$ cat src/verilog/mst_defines.svh
// register offsets, field positions and reset values of the tuning register slice
`ifndef MST_DEFINES_SVH
`define MST_DEFINES_SVH
// ==========================================
// offsets
`define MST_ADDR_W 7
`define MST_OFF_PHASE 7'h5F
`define MST_OFF_LODIV 7'h67
`define MST_OFF_PLLST 7'h6E
`define MST_OFF_CAPRB 7'h6F
`define MST_OFF_AMPRB 7'h70
`define MST_OFF_LNA 7'h79
`define MST_OFF_TERM 7'h7B
// ==========================================
// field positions
`define MST_INTERP_SIGN_BIT 15
`define MST_INTERP_CODE_HI 14
`define MST_INTERP_CODE_LO 9
`define MST_SLEW_SIGN_BIT 8
`define MST_LODIV_HI 13
`define MST_LODIV_LO 10
`define MST_LOCK_HI 10
`define MST_LOCK_LO 9
`define MST_CORE_HI 7
`define MST_CORE_LO 5
`define MST_LNA_HI 6
`define MST_LNA_LO 5
`define MST_TERM_HI 1
`define MST_TERM_LO 0
// ==========================================
// reset values
`define MST_TERM_RST 2'h3
`define MST_LNA_RST 2'h0
`define MST_CORE_RST 3'h0
`endif

$ cat src/verilog/mst_pkg.sv
// types shared by the tuning register slice
package mst_pkg;
    typedef enum logic [1:0] {
        MST_LOCK_UNLOCK_LOW,
        MST_LOCK_INVALID,
        MST_LOCK_LOCKED,
        MST_LOCK_UNLOCK_HIGH
    } mst_lock_t;
    typedef logic [15:0] mst_word_t;
endpackage : mst_pkg

$ cat src/verilog/mst_regs.sv
// tuning register slice: control fields and calibration/lock readback
`timescale 1ns/100ps
`default_nettype none
`include "mst_defines.svh"
module mst_regs
    import mst_pkg::*;
#(
    parameter int CAP_W = 8,
    parameter int AMP_W = 9
) (
    input wire logic core_clk,
    input wire logic reset_n,
    input wire logic reg_wr_en,
    input wire logic reg_rd_en,
    input wire logic [`MST_ADDR_W-1:0] reg_addr,
    input wire logic [15:0] reg_wdata,
    output logic [15:0] reg_rdata,
    output logic reg_rd_valid,
    input wire logic [1:0] pll_lock_state,
    input wire logic [2:0] osc_core_selected,
    input wire logic [CAP_W-1:0] osc_cap_code,
    input wire logic [AMP_W-1:0] osc_amp_code,
    input wire logic cal_update,
    output logic image_phase_interp_sign,
    output logic [5:0] image_phase_interp_code,
    output logic image_phase_slew_sign,
    output logic [3:0] lo_divider_config,
    output logic [1:0] lna_bias_current_cfg,
    output logic [1:0] ext_lo_termination
);
    // ==========================================
    // decode
    wire logic hit_phase = (reg_addr == `MST_OFF_PHASE);
    wire logic hit_lodiv = (reg_addr == `MST_OFF_LODIV);
    wire logic hit_pllst = (reg_addr == `MST_OFF_PLLST);
    wire logic hit_caprb = (reg_addr == `MST_OFF_CAPRB);
    wire logic hit_amprb = (reg_addr == `MST_OFF_AMPRB);
    wire logic hit_lna = (reg_addr == `MST_OFF_LNA);
    wire logic hit_term = (reg_addr == `MST_OFF_TERM);
    // only writable words get a strobe, so status and unmapped writes fall away
    wire logic wr_phase = reg_wr_en && hit_phase;
    wire logic wr_lodiv = reg_wr_en && hit_lodiv;
    wire logic wr_lna = reg_wr_en && hit_lna;
    wire logic wr_term = reg_wr_en && hit_term;

    // ==========================================
    // status capture: core, cap and amp codes are held from cal_update so software sees a stable word; lock is resampled every clock
    logic [1:0] lock_r;
    logic [2:0] core_r;
    logic [CAP_W-1:0] cap_r;
    logic [AMP_W-1:0] amp_r;
    always_ff @(posedge core_clk or negedge reset_n) begin
        if (!reset_n) begin
            lock_r <= 2'h0;
            core_r <= `MST_CORE_RST;
            cap_r <= '0;
            amp_r <= '0;
        end else begin
            lock_r <= pll_lock_state;
            if (cal_update) begin
                core_r <= osc_core_selected;
                cap_r <= osc_cap_code;
                amp_r <= osc_amp_code;
            end
        end
    end

    // ==========================================
    // control fields; reset values not defined for some, zero chosen
    always_ff @(posedge core_clk or negedge reset_n) begin
        if (!reset_n) begin
            image_phase_interp_sign <= 1'b0;
            image_phase_interp_code <= 6'h0;
            image_phase_slew_sign <= 1'b0;
            lo_divider_config <= 4'h0;
            lna_bias_current_cfg <= `MST_LNA_RST;
            ext_lo_termination <= `MST_TERM_RST;
        end else begin
            if (wr_phase) begin
                image_phase_interp_sign <= reg_wdata[`MST_INTERP_SIGN_BIT];
                image_phase_interp_code <=
                    reg_wdata[`MST_INTERP_CODE_HI:`MST_INTERP_CODE_LO];
                image_phase_slew_sign <= reg_wdata[`MST_SLEW_SIGN_BIT];
            end
            if (wr_lodiv) begin
                lo_divider_config <= reg_wdata[`MST_LODIV_HI:`MST_LODIV_LO];
            end
            if (wr_lna) begin
                lna_bias_current_cfg <= reg_wdata[`MST_LNA_HI:`MST_LNA_LO];
            end
            if (wr_term) begin
                ext_lo_termination <= reg_wdata[`MST_TERM_HI:`MST_TERM_LO];
            end
        end
    end

    // ==========================================
    // read mux: only defined fields are placed, everything else stays zero
    mst_word_t rd_phase;
    mst_word_t rd_lodiv;
    mst_word_t rd_pllst;
    mst_word_t rd_caprb;
    mst_word_t rd_amprb;
    mst_word_t rd_lna;
    mst_word_t rd_term;
    mst_word_t rd_mux;
    always_comb begin
        rd_phase = 16'h0000;
        rd_phase[`MST_INTERP_SIGN_BIT] = image_phase_interp_sign;
        rd_phase[`MST_INTERP_CODE_HI:`MST_INTERP_CODE_LO] = image_phase_interp_code;
        rd_phase[`MST_SLEW_SIGN_BIT] = image_phase_slew_sign;
        rd_lodiv = 16'h0000;
        rd_lodiv[`MST_LODIV_HI:`MST_LODIV_LO] = lo_divider_config;
        rd_pllst = 16'h0000;
        rd_pllst[`MST_LOCK_HI:`MST_LOCK_LO] = lock_r;
        rd_pllst[`MST_CORE_HI:`MST_CORE_LO] = core_r;
        rd_caprb = 16'h0000;
        rd_caprb[CAP_W-1:0] = cap_r;
        rd_amprb = 16'h0000;
        rd_amprb[AMP_W-1:0] = amp_r;
        rd_lna = 16'h0000;
        rd_lna[`MST_LNA_HI:`MST_LNA_LO] = lna_bias_current_cfg;
        rd_term = 16'h0000;
        rd_term[`MST_TERM_HI:`MST_TERM_LO] = ext_lo_termination;
        if (hit_phase) rd_mux = rd_phase;
        else if (hit_lodiv) rd_mux = rd_lodiv;
        else if (hit_pllst) rd_mux = rd_pllst;
        else if (hit_caprb) rd_mux = rd_caprb;
        else if (hit_amprb) rd_mux = rd_amprb;
        else if (hit_lna) rd_mux = rd_lna;
        else if (hit_term) rd_mux = rd_term;
        else rd_mux = 16'h0000;
    end

    always_ff @(posedge core_clk or negedge reset_n) begin
        if (!reset_n) begin
            reg_rdata <= 16'h0000;
            reg_rd_valid <= 1'b0;
        end else begin
            reg_rd_valid <= reg_rd_en;
            if (reg_rd_en) reg_rdata <= rd_mux;
        end
    end

    // ==========================================
    // checks
    phase_write_a: assert property (@(posedge core_clk) disable iff (!reset_n)
        wr_phase |=> image_phase_interp_code == $past(reg_wdata[14:9])
            && image_phase_interp_sign == $past(reg_wdata[15]))
        else $error("phase field write lost");
    slew_sign_a: assert property (@(posedge core_clk) disable iff (!reset_n)
        wr_phase |=> image_phase_slew_sign == $past(reg_wdata[8]))
        else $error("slew sign write lost");
    lodiv_write_a: assert property (@(posedge core_clk) disable iff (!reset_n)
        !wr_lodiv |=> $stable(lo_divider_config))
        else $error("lo divider changed without write");
    lodiv_data_a: assert property (@(posedge core_clk) disable iff (!reset_n)
        wr_lodiv |=> lo_divider_config == $past(reg_wdata[13:10]))
        else $error("lo divider write lost");
    lna_write_a: assert property (@(posedge core_clk) disable iff (!reset_n)
        wr_lna |=> lna_bias_current_cfg == $past(reg_wdata[6:5]))
        else $error("lna bias write lost");
    lock_read_a: assert property (@(posedge core_clk) disable iff (!reset_n)
        reg_rd_en && hit_pllst |=> reg_rd_valid && reg_rdata[10:9] == $past(lock_r)
            && reg_rdata[15:11] == 5'h0 && reg_rdata[4:0] == 5'h0)
        else $error("lock status readback wrong");
    core_read_a: assert property (@(posedge core_clk) disable iff (!reset_n)
        reg_rd_en && hit_pllst |=> reg_rdata[7:5] == $past(core_r))
        else $error("core readback wrong");
    // the capture checks need a read right after the load strobe to mean anything
    cap_capture_a: assert property (@(posedge core_clk) disable iff (!reset_n)
        cal_update ##1 (reg_rd_en && hit_caprb) |=>
            reg_rdata[CAP_W-1:0] == $past(osc_cap_code, 2))
        else $error("cap code readback wrong");
    cap_read_a: assert property (@(posedge core_clk) disable iff (!reset_n)
        reg_rd_en && hit_caprb |=> reg_rdata[15:CAP_W] == '0)
        else $error("cap word upper bits not zero");
    amp_capture_a: assert property (@(posedge core_clk) disable iff (!reset_n)
        cal_update ##1 (reg_rd_en && hit_amprb) |=>
            reg_rdata[AMP_W-1:0] == $past(osc_amp_code, 2))
        else $error("amp code readback wrong");
    amp_read_a: assert property (@(posedge core_clk) disable iff (!reset_n)
        reg_rd_en && hit_amprb |=> reg_rdata[15:AMP_W] == '0)
        else $error("amp word upper bits not zero");
    term_write_a: assert property (@(posedge core_clk) disable iff (!reset_n)
        wr_term |=> ext_lo_termination == $past(reg_wdata[1:0]))
        else $error("termination write lost");
    term_read_a: assert property (@(posedge core_clk) disable iff (!reset_n)
        reg_rd_en && hit_term |=> reg_rdata == {14'h0000, $past(ext_lo_termination)})
        else $error("termination readback wrong");
    lna_read_a: assert property (@(posedge core_clk) disable iff (!reset_n)
        reg_rd_en && hit_lna |=> reg_rdata[15:7] == 9'h0 && reg_rdata[4:0] == 5'h0
            && reg_rdata[6:5] == $past(lna_bias_current_cfg))
        else $error("lna register readback wrong");
    phase_read_a: assert property (@(posedge core_clk) disable iff (!reset_n)
        reg_rd_en && hit_phase |=> reg_rdata[7:0] == 8'h00 && reg_rdata[15:8] ==
            $past({image_phase_interp_sign, image_phase_interp_code, image_phase_slew_sign}))
        else $error("phase register readback wrong");
    lodiv_read_a: assert property (@(posedge core_clk) disable iff (!reset_n)
        reg_rd_en && hit_lodiv |=> reg_rdata == {2'h0, $past(lo_divider_config), 10'h000})
        else $error("lo divider readback wrong");
    ro_ignore_a: assert property (@(posedge core_clk) disable iff (!reset_n)
        reg_wr_en && (hit_caprb || hit_amprb) && !cal_update |=>
            $stable(cap_r) && $stable(amp_r))
        else $error("write reached read-only field");
    // a stray write must not disturb any analog setting
    ro_ctl_keep_a: assert property (@(posedge core_clk) disable iff (!reset_n)
        reg_wr_en && !(hit_phase || hit_lodiv || hit_lna || hit_term) |=>
            $stable({image_phase_interp_sign, image_phase_interp_code, image_phase_slew_sign,
                lo_divider_config, lna_bias_current_cfg, ext_lo_termination}))
        else $error("write to read-only or unmapped word changed a control");
    unmapped_read_a: assert property (@(posedge core_clk) disable iff (!reset_n)
        reg_rd_en && !(hit_phase || hit_lodiv || hit_pllst || hit_caprb || hit_amprb
            || hit_lna || hit_term) |=> reg_rdata == 16'h0000)
        else $error("unmapped read not zero");
    rd_valid_a: assert property (@(posedge core_clk) disable iff (!reset_n)
        reg_rd_en |=> reg_rd_valid)
        else $error("read valid missing");
    rd_pulse_a: assert property (@(posedge core_clk) disable iff (!reset_n)
        !reg_rd_en |=> !reg_rd_valid)
        else $error("read valid without read");
endmodule : mst_regs
`default_nettype wire
$ cat config.mk
export PLATFORM = sky130hd
export DESIGN_NAME = mst_regs
export DESIGN_NICKNAME = d
export VERILOG_FILES = /design/src/verilog/mst_pkg.sv /design/src/verilog/mst_regs.sv
export VERILOG_INCLUDE_DIRS = /design/src /design/src/verilog
export SDC_FILE = /design/constraint.sdc
export NUM_CORES = 1
export LEC_CHECK = 0
export ABC_CLOCK_PERIOD_IN_PS = 1100
export BUFFER_PORTS_ARGS = -buffer_cell sky130_fd_sc_hd__buf_2
export CAP_MARGIN = 30
export CORE_MARGIN = 1.5
export CORE_UTILIZATION = 45
export DETAILED_ROUTE_END_ITERATION = 8
export PLACE_DENSITY = 0.76
export REMOVE_ABC_BUFFERS = 1
export SYNTH_ARGS = -nofsm -noshare
export SYNTH_HDL_FRONTEND = slang
export SYNTH_SLANG_ARGS = --single-unit
$ cat constraint.sdc
create_clock -name core_clk -period 1.1 [get_ports core_clk]
set_input_delay 0.11 -clock core_clk [delete_from_list [all_inputs] [get_ports core_clk]]
set_output_delay 0.11 -clock core_clk [all_outputs]
set_load 0.01 [all_outputs]
==> metrics list, run 1 <==
- After synthesis, flip-flops and latches occupy 56.7% of the total area.
- After the flow finishes, the layout carries non-filler instances totaling 374.
* Headroom to the max-slew limit: 75.0%
- EDFF count, synth: 0
- Slew Limit Fails: 0
- Between clock sinks in the finished design, the worst skew comes to 0.00766 ns.
* Vias in the first global route: 2027
* Effective utilization at floorplan: 47.0%
* Top-level I/O count: 83
* Overall power after layout: 4.09 mW
- The worst hold path passes through 2 cells.
* Count of max-cap constraint violations: 0
* Number of cells after detailed placement: 363
- The first global-routing pass estimated 9030 um of wire.
- Synth unique cells: 36
- Placement row count: 26
* Metal1 wirelength: 2330 um
* Commonest non-fill, non-tap cells in the layout: buf_2, dfrtp_1, mux2_2
* Uppermost layer routed: met4
- In the synthesized netlist, the number of instances is 193.
- In the routed layout, each cell is associated on average with a via count of 5.11.
- Summed over all instances, the cell type with the most area after synthesis is dfrtp_1.
* Horiz. Die Dim: 76.5 um
- HPWL Detailed: 4070 um
* Clock root buffer: clkbuf_8
- Remaining Overflow, GRT: 0
- Vertical extent of the die: 76.5 um
- After detailed routing, the met3 layer carries 316 um of wire.
* Synth Flop Type: dfrtp_1
* Failing checks: negative setup slack
- After synthesis, the largest area contributor takes up 54.6% of total cell area.
- The worst setup path is captured at a flop.
* Maximum number of pins on one net before global-route repair: 26
- Setup repair after global routing missed its margin: true
- TritonCTS clock tree: done
* Most common cell after layout, fill and taps aside: buf_2
* Routed length per placed instance: 14.0 um
* Total vias in the final route: 1910
- Clock-pin slew was measured on the worst setup and hold paths at 0.09 ns.
- Once detail routing completed, the nets flagged for antenna violations numbered 0.
* Sum of met2 wire segment lengths after detailed routing: 2470 um
- The later pin in the worst-skew pair is clocked with a latency of 0.30 ns.
* Detailed-route wire length: 5230 um
- Synthesized area per cell: 12.6 um2
* Maximum level of the CTS H-tree: 2
* Number of antenna violations at the first check in global routing: 0
- Number of design rule violations left after detail routing: 0
- Number of warnings printed during yosys synthesis: 0
* Synth area leaders: dfrtp_1, mux2_2, a22oi_1
- Die area: 5850 um2
- Max Clk Rate: 0.815 GHz
- Setup violations remaining at the end of the flow were counted as 2.
- At the worst endpoint, the arrival time is 1.43 ns.
- Run status: finished with violations
* Fin worst setup slack: -0.127 ns
- The hold violation total from the final report came to 0.
* IR Drop Worst-Case VDD: 0.697 mV
- Port buffering added 78 buffers.
- Utilization of the core after routing: 63.9%
- Core Box Area: 5170 um2
* Post-layout minimum cycle time: 1.23 ns
- Data required time of the worst path: 1.30 ns
* Critical path launch point type: flop
* Type of the worst min-delay path: input pin to flop
* Count of nets after finishing: 353
- Post-synthesis cell area: 2430 um2
* Async SR Flop Fraction: 100%
* Post-synthesis to final-layout area growth: 35.9%
- First-pass iteration count of the detailed router: 4
- The tree built by TritonCTS fans out to 55 sinks.
* Number of cell instances on the worst register-to-register path: 4
- The first routing iteration left 82 violations.
- The number of antenna diodes in the final layout is 0.
- The worst setup path is of the flop to flop kind.
* Slew at the pin with the worst max-slew slack: 0.375 ns
* Final GP Congestion: 0.751
- In the global route stage, overall resource usage came out at 19.5%.
- Bufs on Longest Clock Path: 2
- In the finished design, the share of the clock period the worst path needs comes to 112%.
- The post-route netlist has 53.9% of its cells at a drive strength greater than 1.
- Synthesis inferred 55 register bits.
* Clock buffer count from CTS: 5
* Leakage: 1.58 nW
- Power density over the cells: 1240 nW/um2
- Crit Path Max Fanout: 3
per-layer routing:
metal  GRT usage (%)  vias to the layer above
met5               0                        -
met4            8.89                        0
li1                -                      919
met3            4.43                        9
met2            31.4                       62
met1            25.0                      920
worst max-delay path, stage by stage (launching register included):
cell,delay [ns]
dfstp_2,0.56
nand3b_1,0.10
a211oi_2,0.20
a21oi_1,0.06
o32ai_1,0.22
synthesized netlist by cell type (2+ instances only):
library cell,count
inv_1,14
nand2b_1,4
o32ai_1,5
nor3_1,3
dfstp_2,2
a21oi_1,5
dfrtp_1,53
nor3_4,2
or3_1,2
nor2_1,12
mux2_2,36
o22ai_1,3
a211oi_1,2
a22o_1,2
clkbuf_1,4
a22oi_1,9
nand3_1,4
nand2_1,3
a32oi_1,3
nand3b_1,4
o21ai_0,6
repair_timing:
item / in CTS / in global routing
pin swaps: 0 / 3
hold buffers: 3 / 0
gates resized for setup: 1 / 4
buffers inserted: 0 / 0
setup endpoints to repair: 2 / 6
endpoints found under the hold margin: 14 / 0
flip-flops by register name, summed over array words and instances (netlist names):
name,cells
reg_rd_valid,1
reg_rdata,16
cap_r,8
lna_bias_current_cfg,2
amp_r,9
lock_r,2
core_r,3
image_phase_slew_sign,1
image_phase_interp_sign,1
lo_divider_config,4
ext_lo_termination,2
image_phase_interp_code,6
kinds of logic (layout without fill, tap and decap cells):
family,count (synthesis),in the layout,synth area share (%)
AND/OR/NAND/NOR,43,43,12.2
flip-flops,55,55,56.7
multiplexers,36,36,16.7
AO/OA/AOI/OAI,38,38,10.9
buffers and inverters,21,132,3.45
through the flow:
step	instance area, um2	hold slack [ns]	TNS [ns]	worst slack [ns]
finish	3300	0.0335	-0.248	-0.127
global route	3300	0.0189	-0.382	-0.178
global placement	3150	0.0445	-5.10	-0.247
CTS	3290	0.0211	-0.278	-0.156
floorplan	2400	-0.186	-0.937	-0.0847
detailed placement	3150	0.0458	-6.09	-0.282
area by class of cell:
| cell class | count | area (um2) |
|---|---|---|
| fill | 418 | 1870 |
| clock inverter | 1 | 30.0 |
| inverter | 14 | 52.6 |
| multi-input combinational | 117 | 991 |
| timing repair buffer | 110 | 688 |
| sequential | 55 | 1380 |
| tap | 70 | 87.6 |
| clock buffer | 7 | 76.3 |
where the power goes:
part / internal (mW) / total (mW) / switching (mW)
combinational: 0.301 / 0.565 / 0.264
clock: 0.682 / 1.28 / 0.597
sequential: 2.16 / 2.24 / 0.0813
total: 3.15 / 4.09 / 0.943
path summary, 6_finish.rpt:
check / endpoint / from / slack (ns)
worst max-delay path: reg_rdata[1] / ext_lo_termination[1] / -0.13
worst min-delay path: cap_r[5] / osc_cap_code[5] / 0.03
worst max register to register: reg_rdata[1] / ext_lo_termination[1] / -0.13
worst min register to register: cap_r[6] / cap_r[6] / 0.51
max in group asynchronous: ext_lo_termination[0] / reset_n / 0.33
min in group asynchronous: cap_r[4] / reset_n / 0.26
(Power assumes the default switching activity.)
==> run 2, diff against run 1 <==
--- a/config.mk
+++ b/config.mk
@@ -7,9 +7,9 @@
 export NUM_CORES = 1
 export LEC_CHECK = 0
 export ABC_CLOCK_PERIOD_IN_PS = 1100
-export BUFFER_PORTS_ARGS = -buffer_cell sky130_fd_sc_hd__buf_2
+export BUFFER_PORTS_ARGS = -buffer_cell sky130_fd_sc_hd__buf_4
 export CAP_MARGIN = 30
-export CORE_MARGIN = 1.5
+export CORE_MARGIN = 5
 export CORE_UTILIZATION = 45
 export DETAILED_ROUTE_END_ITERATION = 8
 export PLACE_DENSITY = 0.76
==> metrics list, run 2 (synthesis results as in run 1) <==
* Postcts setup bufs: 0
- Max Clk Rate: 0.828 GHz
- In this run, placement finished with an instance count of 363.
- Setup violations remaining at the end of the flow were counted as 4.
- Detailed-route wire length: 5640 um
* Count of input and output buffers: 78
- Crit Path Max Fanout: 2
* Post-synthesis to final-layout area growth: 42.6%
* Number of antenna violations at the first check in global routing: 0
- The pre-antenna-repair detailed-routing pass consisted of 6 iterations.
* Worst setup skew after layout: 0.00552 ns
- In this run the static leakage power is 1.61 nW.
- After the first detailed-routing iteration, the DRC count stood at 70.
- Fin worst setup slack: -0.108 ns
- The routed design could run at a clock period as short as 1.21 ns.
- Excluding fillers, the count of instances in the completed layout stands at 374.
- Drt via density: 5.11
- At the end of the flow, the number of nets in the layout was 353.
* Clock root buffer: clkbuf_8
* Sum Neg Setup Slack: -0.301 ns
- The post-route netlist has 53.3% of its cells at a drive strength greater than 1.
- Portion of the clock cycle consumed by the worst path in the final layout: 110%
- Setup slack on the worst flop-to-flop path: -0.11 ns
* Count of max-cap constraint violations: 0
- Worst-Skew Late Latency: 0.31 ns
* Wire length of the first global-routing pass: 9460 um
- The register with the most flip-flops in the layout has 16 of them.
* CTS sink count: 55
* TritonCTS clock tree: done
* Top flop regs: reg_rdata: 16 flops, amp_r: 9 flops, cap_r: 8 flops
- In this run the core area contains 26 standard-cell rows.
- Summed over all layers, the global routing overflow is 0.
- Clock tree synthesis inserted a total of 5 buffers.
- Largest register by flop count: reg_rdata
- STA classifies the critical path endpoint as a flop.
* IR Drop Worst-Case VDD: 0.751 mV
- In this run the number of H-tree levels came out at 2.
- For this block, the via count after detailed routing is 1913.
- WS Path Type: flop to flop
- In the global route stage, overall resource usage came out at 16.9%.
- The tightest min-delay check is of the input pin to flop type.
- The number of slew-limit violations in the final report came to 0.
* Hold violation total from the final report: 0
- The count of nets left with antenna violations once routing finished came out at 0.
* Core Box Area: 5170 um2
- Data arrives at the worst endpoint at 1.42 ns.
- After detailed routing, the average wire length per cell comes to 15.1 um.
- Vias in the first global route: 1944
- Dividing total power by cell area gives a power density of 1180 nW/um2.
- Summing all non-filler instances in the final layout gives an area of 3470 um2.
- Setup repair after global routing could not meet its margin everywhere.
- Slew at the pin with the worst max-slew slack: 0.420 ns
- Once detailed placement completed, the half-perimeter wirelength came to 4460 um.
* Horiz. Die Dim: 83.5 um
* N_diodes: 0
- After clock tree synthesis, the clock-pin slew on the worst setup and hold paths is 0.09 ns.
- Placement Cell Area: 3320 um2
- Run status: finished with violations
- Once layout is complete, the utilization of the core stands at 67.0%.
- For this design the top-level I/O count stands at 83.
- The congestion estimate from routability-driven global placement came to 0.828.
* Commonest non-fill, non-tap cells in the layout: buf_4, dfrtp_1, mux2_2
- Vertical extent of the die: 83.5 um
- The worst setup path is launched from a flop.
- Data on the critical path is required at its endpoint by 1.32 ns.
* Number of design rule violations left after detail routing: 0
* Most common cell after layout, fill and taps aside: buf_4
- Failing checks: negative setup slack
- The floorplan step defined a die boundary enclosing 6970 um2.
* Headroom to the max-slew limit: 71.9%
- Maximum number of pins on one net before global-route repair: 27
* Effective utilization at floorplan: 47.0%
- Bufs on Longest Clock Path: 2
==> run 2: cell count changes in the layout (fill, tap and decap cells not counted), sizes merged <==
cell    before  now
bufinv       1    0
clkbuf       7    8
==> run 2: power by group <==
group / internal, mW / switching, mW / total (mW)
combinational: 0.376 / 0.265 / 0.641
sequential: 2.16 / 0.0870 / 2.25
clock: 0.575 / 0.618 / 1.19
total: 3.12 / 0.970 / 4.08
==> run 2: layout make-up <==
cell class | instances | area, um2
well taps | 70 | 87.6
clock buffers | 8 | 100
repair buffers | 110 | 870
inverters | 14 | 52.6
flip-flops and latches | 55 | 1380
fillers | 396 | 1710
multi-input cells | 117 | 978
==> run 2: timing repair <==
item | in CTS | in global routing
hold buffers | 3 | 0
gates resized for setup | 3 | 2
setup endpoints to repair | 4 | 4
pin swaps | 2 | 0
hold endpoints to repair | 57 | 0
==> run 2: stage by stage <==
step	hold slack, ns	setup slack (ns)	power [mW]
floorplan	-0.186	-0.0847	2.49
global placement	-0.0247	-0.226	2.90
detailed placement	-0.0217	-0.255	2.92
CTS	0.0168	-0.107	4.12
global route	0.00980	-0.171	4.26
finish	0.0279	-0.108	4.08
==> run 2: worst max-delay path, stage by stage (launching register included) <==
cell	delay [ns]
dfstp_2	0.56
nand3b_1	0.10
a211oi_2	0.20
a21oi_1	0.06
o32ai_1	0.21
==> run 2: routing by layer <==
| layer | global-route usage (%) | wire [um] | vias up |
|---|---|---|---|
| li1 | - | - | 928 |
| met1 | 22.1 | 2460 | 920 |
| met2 | 27.0 | 2750 | 58 |
| met3 | 5.82 | 378 | 7 |
| met4 | 4.39 | 57 | 0 |
| met5 | 0 | 0 | - |
==> run 2: worst paths after layout <==
path                                        from                    endpoint  cells after the start
max                        ext_lo_termination[1]                reg_rdata[1]                      4
min                              osc_cap_code[3]                    cap_r[3]                      2
max reg2reg                ext_lo_termination[1]                reg_rdata[1]                      4
min reg2reg                             cap_r[5]                    cap_r[5]                      1
max in group asynchronous                reset_n  image_phase_interp_code[5]                      3
min in group asynchronous                reset_n                reg_rdata[3]                      2
==> run 3, diff against run 2 <==
--- a/config.mk
+++ b/config.mk
@@ -6,13 +6,14 @@
 export SDC_FILE = /design/constraint.sdc
 export NUM_CORES = 1
 export LEC_CHECK = 0
+export ABC_AREA = 1
 export ABC_CLOCK_PERIOD_IN_PS = 1100
 export BUFFER_PORTS_ARGS = -buffer_cell sky130_fd_sc_hd__buf_4
 export CAP_MARGIN = 30
 export CORE_MARGIN = 5
 export CORE_UTILIZATION = 45
 export DETAILED_ROUTE_END_ITERATION = 8
-export PLACE_DENSITY = 0.76
+export PLACE_DENSITY = 0.75
 export REMOVE_ABC_BUFFERS = 1
 export SYNTH_ARGS = -nofsm -noshare
 export SYNTH_HDL_FRONTEND = slang
==> metrics list, run 3 <==
- The run finished with clean final reports.
- For this run, design rule violations remaining after detail routing come to 0.
* Number of cell instances on the worst register-to-register path: 5
* N_diodes: 0
- Yosys mapped a number of flops with a built-in enable equal to 0.
* Critical path capture point type: primary output
- Net switching power: 1.01 mW
- In the layout the commonest cells are nand2_1, buf_4, dfrtp_1.
* Number of antenna violations at the first check in global routing: 0
- At the later pin of the worst-skew pair, clock insertion delay measures 0.30 ns.
- The worst hold path terminates at amp_r[3].
- Internal Pwr Total: 3.09 mW
- Once placement completed, the tool counted placed cells totaling 420.
- Headroom to the max-slew limit: 68.6%
- Routed length per placed instance: 13.2 um
- By startpoint and endpoint, the worst setup path is classified as flop to primary output.
- Final Cell Area: 3400 um2
* Top-level I/O count: 83
- Placement Cell Area: 3190 um2
* Count of nets after finishing: 415
- For this run, the slowest stage of the critical path takes 0.57 ns.
* Leakage: 1.78 nW
- R2R Path End: reg_rdata[1]
- Combinational logic is responsible for 15.8% of the overall power.
- Leaving out fill and tap cells, the most frequent cell in the layout is nand2_1.
* CP bufs+invs: 1
- The register with the most flip-flops in the final layout is reg_rdata.
* Clock edge transition at the registers on the reported setup and hold paths: 0.09 ns
- The worst setup path is launched from a flop.
- After global routing the overflow that remains totals 0.
- Vias in the first global route: 2133
- In the synthesized netlist the async set-or-reset flop fraction comes to 100%.
- Slew at the pin with the worst max-slew slack: 0.471 ns
- Per report_power, the sequential group accounts for 55.0% of the total.
- Power density over the cells: 1210 nW/um2
* Bufs on Longest Clock Path: 2
- By count the netlist is led by nand2_1, dfrtp_1, o21ai_0.
- Vertical extent of the die: 84.0 um
* Final worst hold slack: 0.00861 ns
- Detailed-route wire length: 5770 um
- Synthesis produced 268 cells.
- Across the run, the number of max-cap violations was 0.
- Top delay family on crit path: flip-flops
* Effective utilization at floorplan: 45.6%
- In this run the cell area of the synthesized design comes to 2460 um2.
- Total of endpoints with negative setup slack in the final report: 0
* Most frequent cell after synthesis: nand2_1
* Wire length of the first global-routing pass: 9830 um
- The hold violation total from the final report was 0.
- Cell Count, Final, Fillers Out: 438
* Synthesized area per cell: 9.19 um2
- Portion of the clock cycle consumed by the worst path in the final layout: 98.5%
- Drt first-iter violations: 132
- The number of slew-limit violations in the final report is 0.
- The design draws 4.10 mW.
- Clock tree synthesis inserted a total of 5 buffers.
* Worst reg2reg startpoint: ext_lo_termination[1]
- Fraction of final layout cells with drive strength greater than 1: 35.0%
- Clock network fraction of total power: 29.2%
- Along the worst path, the maximum fanout reaches 3.
- Post-synthesis to final-layout area growth: 38.0%
* Data required time of the worst path: 0.99 ns
- Maximum level of the CTS H-tree: 2
- Number of warnings printed during yosys synthesis: 0
- HPWL Detailed: 4380 um
- Worst Path Arrival: 0.97 ns
- Derived from the worst setup path, the maximum achievable clock frequency is 0.923 GHz.
* Maximum number of pins on one net before global-route repair: 38
- Crit-path slowest cell: dfstp_2
- Synthesis inferred 55 register bits.
- Sequential-to-total area share from yosys stat: 56.0%
* Count of input and output buffers: 78
- After synthesis, the cell types taking the most area are dfrtp_1, nand2_1, mux2_2.
- After detailed routing, the number of vias per cell comes to 4.80.
- Top flop regs: reg_rdata: 16 flops, amp_r: 9 flops, cap_r: 8 flops
- For the finished layout, the period the worst path requires is 1.08 ns.
* Die area: 7050 um2
- Ordered cell list for the critical path: buf_6
- First-pass iteration count of the detailed router: 4
- Area fraction of the dominant cell type after synthesis: 53.9%
- Along the worst hold path, the cell count comes to 3.
- Post-route antenna net violation count: 0
* Synth unique cells: 21
* Placement row count: 27
- VDD sags by at most 0.669 mV.
- Max reg flops: 16
* TritonCTS clock tree: done
- Hold path startpoint: osc_amp_code[3]
- In the global route stage, overall resource usage came out at 17.3%.
* CTS sink count: 55
- The congestion estimate from routability-driven global placement came to 0.757.
- Worst setup skew after layout: 0.00605 ns
- Core Box Area: 5410 um2
- Synth Flop Type: dfrtp_1
* Type of the worst min-delay path: input pin to flop
- The tree is rooted in a clkbuf_8.
- For flop-to-flop paths, the worst setup slack is 0.12 ns.
- The final route contains 2102 vias.
- Cell taking the most area after synthesis: dfrtp_1
- Switching power as a share of total power: 24.6%
- The floorplan step set the die width to 84.0 um.
- Setup repair after global routing could not meet its margin everywhere.
-- run 3: cell count changes after synthesis, sizes merged, moves of 5 or more --
cell   change
nor2       +8
buf        +5
a22oi      -9
nand2     +88
o32ai      -5
nand3     +11
mux2      -20
nor3       -6
nand4      +5
o21ai     +21
inv        +5
a21oi      -5
-- run 3: cell type report --
type | count | area, um2
clock buffers | 7 | 96.3
repair buffers | 101 | 813
inverters | 19 | 71.3
multi-input cells | 183 | 940
well taps | 72 | 90.1
clock inverters | 1 | 7.51
fillers | 483 | 2010
flip-flops and latches | 55 | 1380
-- run 3: logic make-up after synthesis --
group,share of synthesized area [%]
AOI/OAI and AO/OA,6.96
buffers and inverters,5.84
DFF,56.0
muxes,7.32
and+or+nand+nor,23.9
-- run 3: metal layers --
layer  wire [um]  share of wire [%]  GRT usage [%]
met5           0                  0              0
met4          61                1.1           5.70
met3         422                7.3           4.84
met2        2850                 49           28.9
met1        2440                 42           21.7
-- run 3: metrics by stage --
stage | setup TNS (ns) | util [%] | setup slack [ns]
2_1_floorplan | 0 | - | 0.159
3_3_place_gp | -0.0239 | 59.0 | -0.0150
3_5_place_dp | -0.0982 | 59.0 | -0.0300
4_1_cts | 0 | 62.2 | 0.000288
5_1_grt | -0.0511 | 62.8 | -0.0275
6_report | 0 | 62.8 | 0.0160
-- run 3: power by group through the flow --
| stage | combinational, mW | sequential [mW] | clock, mW |
|---|---|---|---|
| floorplan | 0.193 | 2.31 | 0 |
| global placement | 0.609 | 2.29 | 0 |
| detailed placement | 0.622 | 2.29 | 0 |
| CTS | 0.644 | 2.25 | 1.23 |
| global route | 0.720 | 2.27 | 1.33 |
| finish | 0.648 | 2.25 | 1.20 |
-- run 3: what timing repair did --
item	CTS	global route
hold endpoints to repair	61	2
endpoints found under the setup margin	0	2
setup buffers	0	1
hold buffers	7	2
resized for setup	0	2
-- run 3: worst max-delay path by stage --
stage | slack (ns) | cells after the start | from | end
after floorplan | 0.16 | 6 | reg_addr[4] | reg_rdata[2]
after detailed placement | -0.03 | 8 | reg_addr[5] | reg_rdata[5]
after CTS | 0.0003 | 1 | ext_lo_termination[1] | ext_lo_termination[1]
after global placement | -0.01 | 8 | reg_addr[5] | reg_rdata[5]
after global routing | -0.03 | 1 | ext_lo_termination[0] | ext_lo_termination[0]
final | 0.02 | 1 | ext_lo_termination[1] | ext_lo_termination[1]
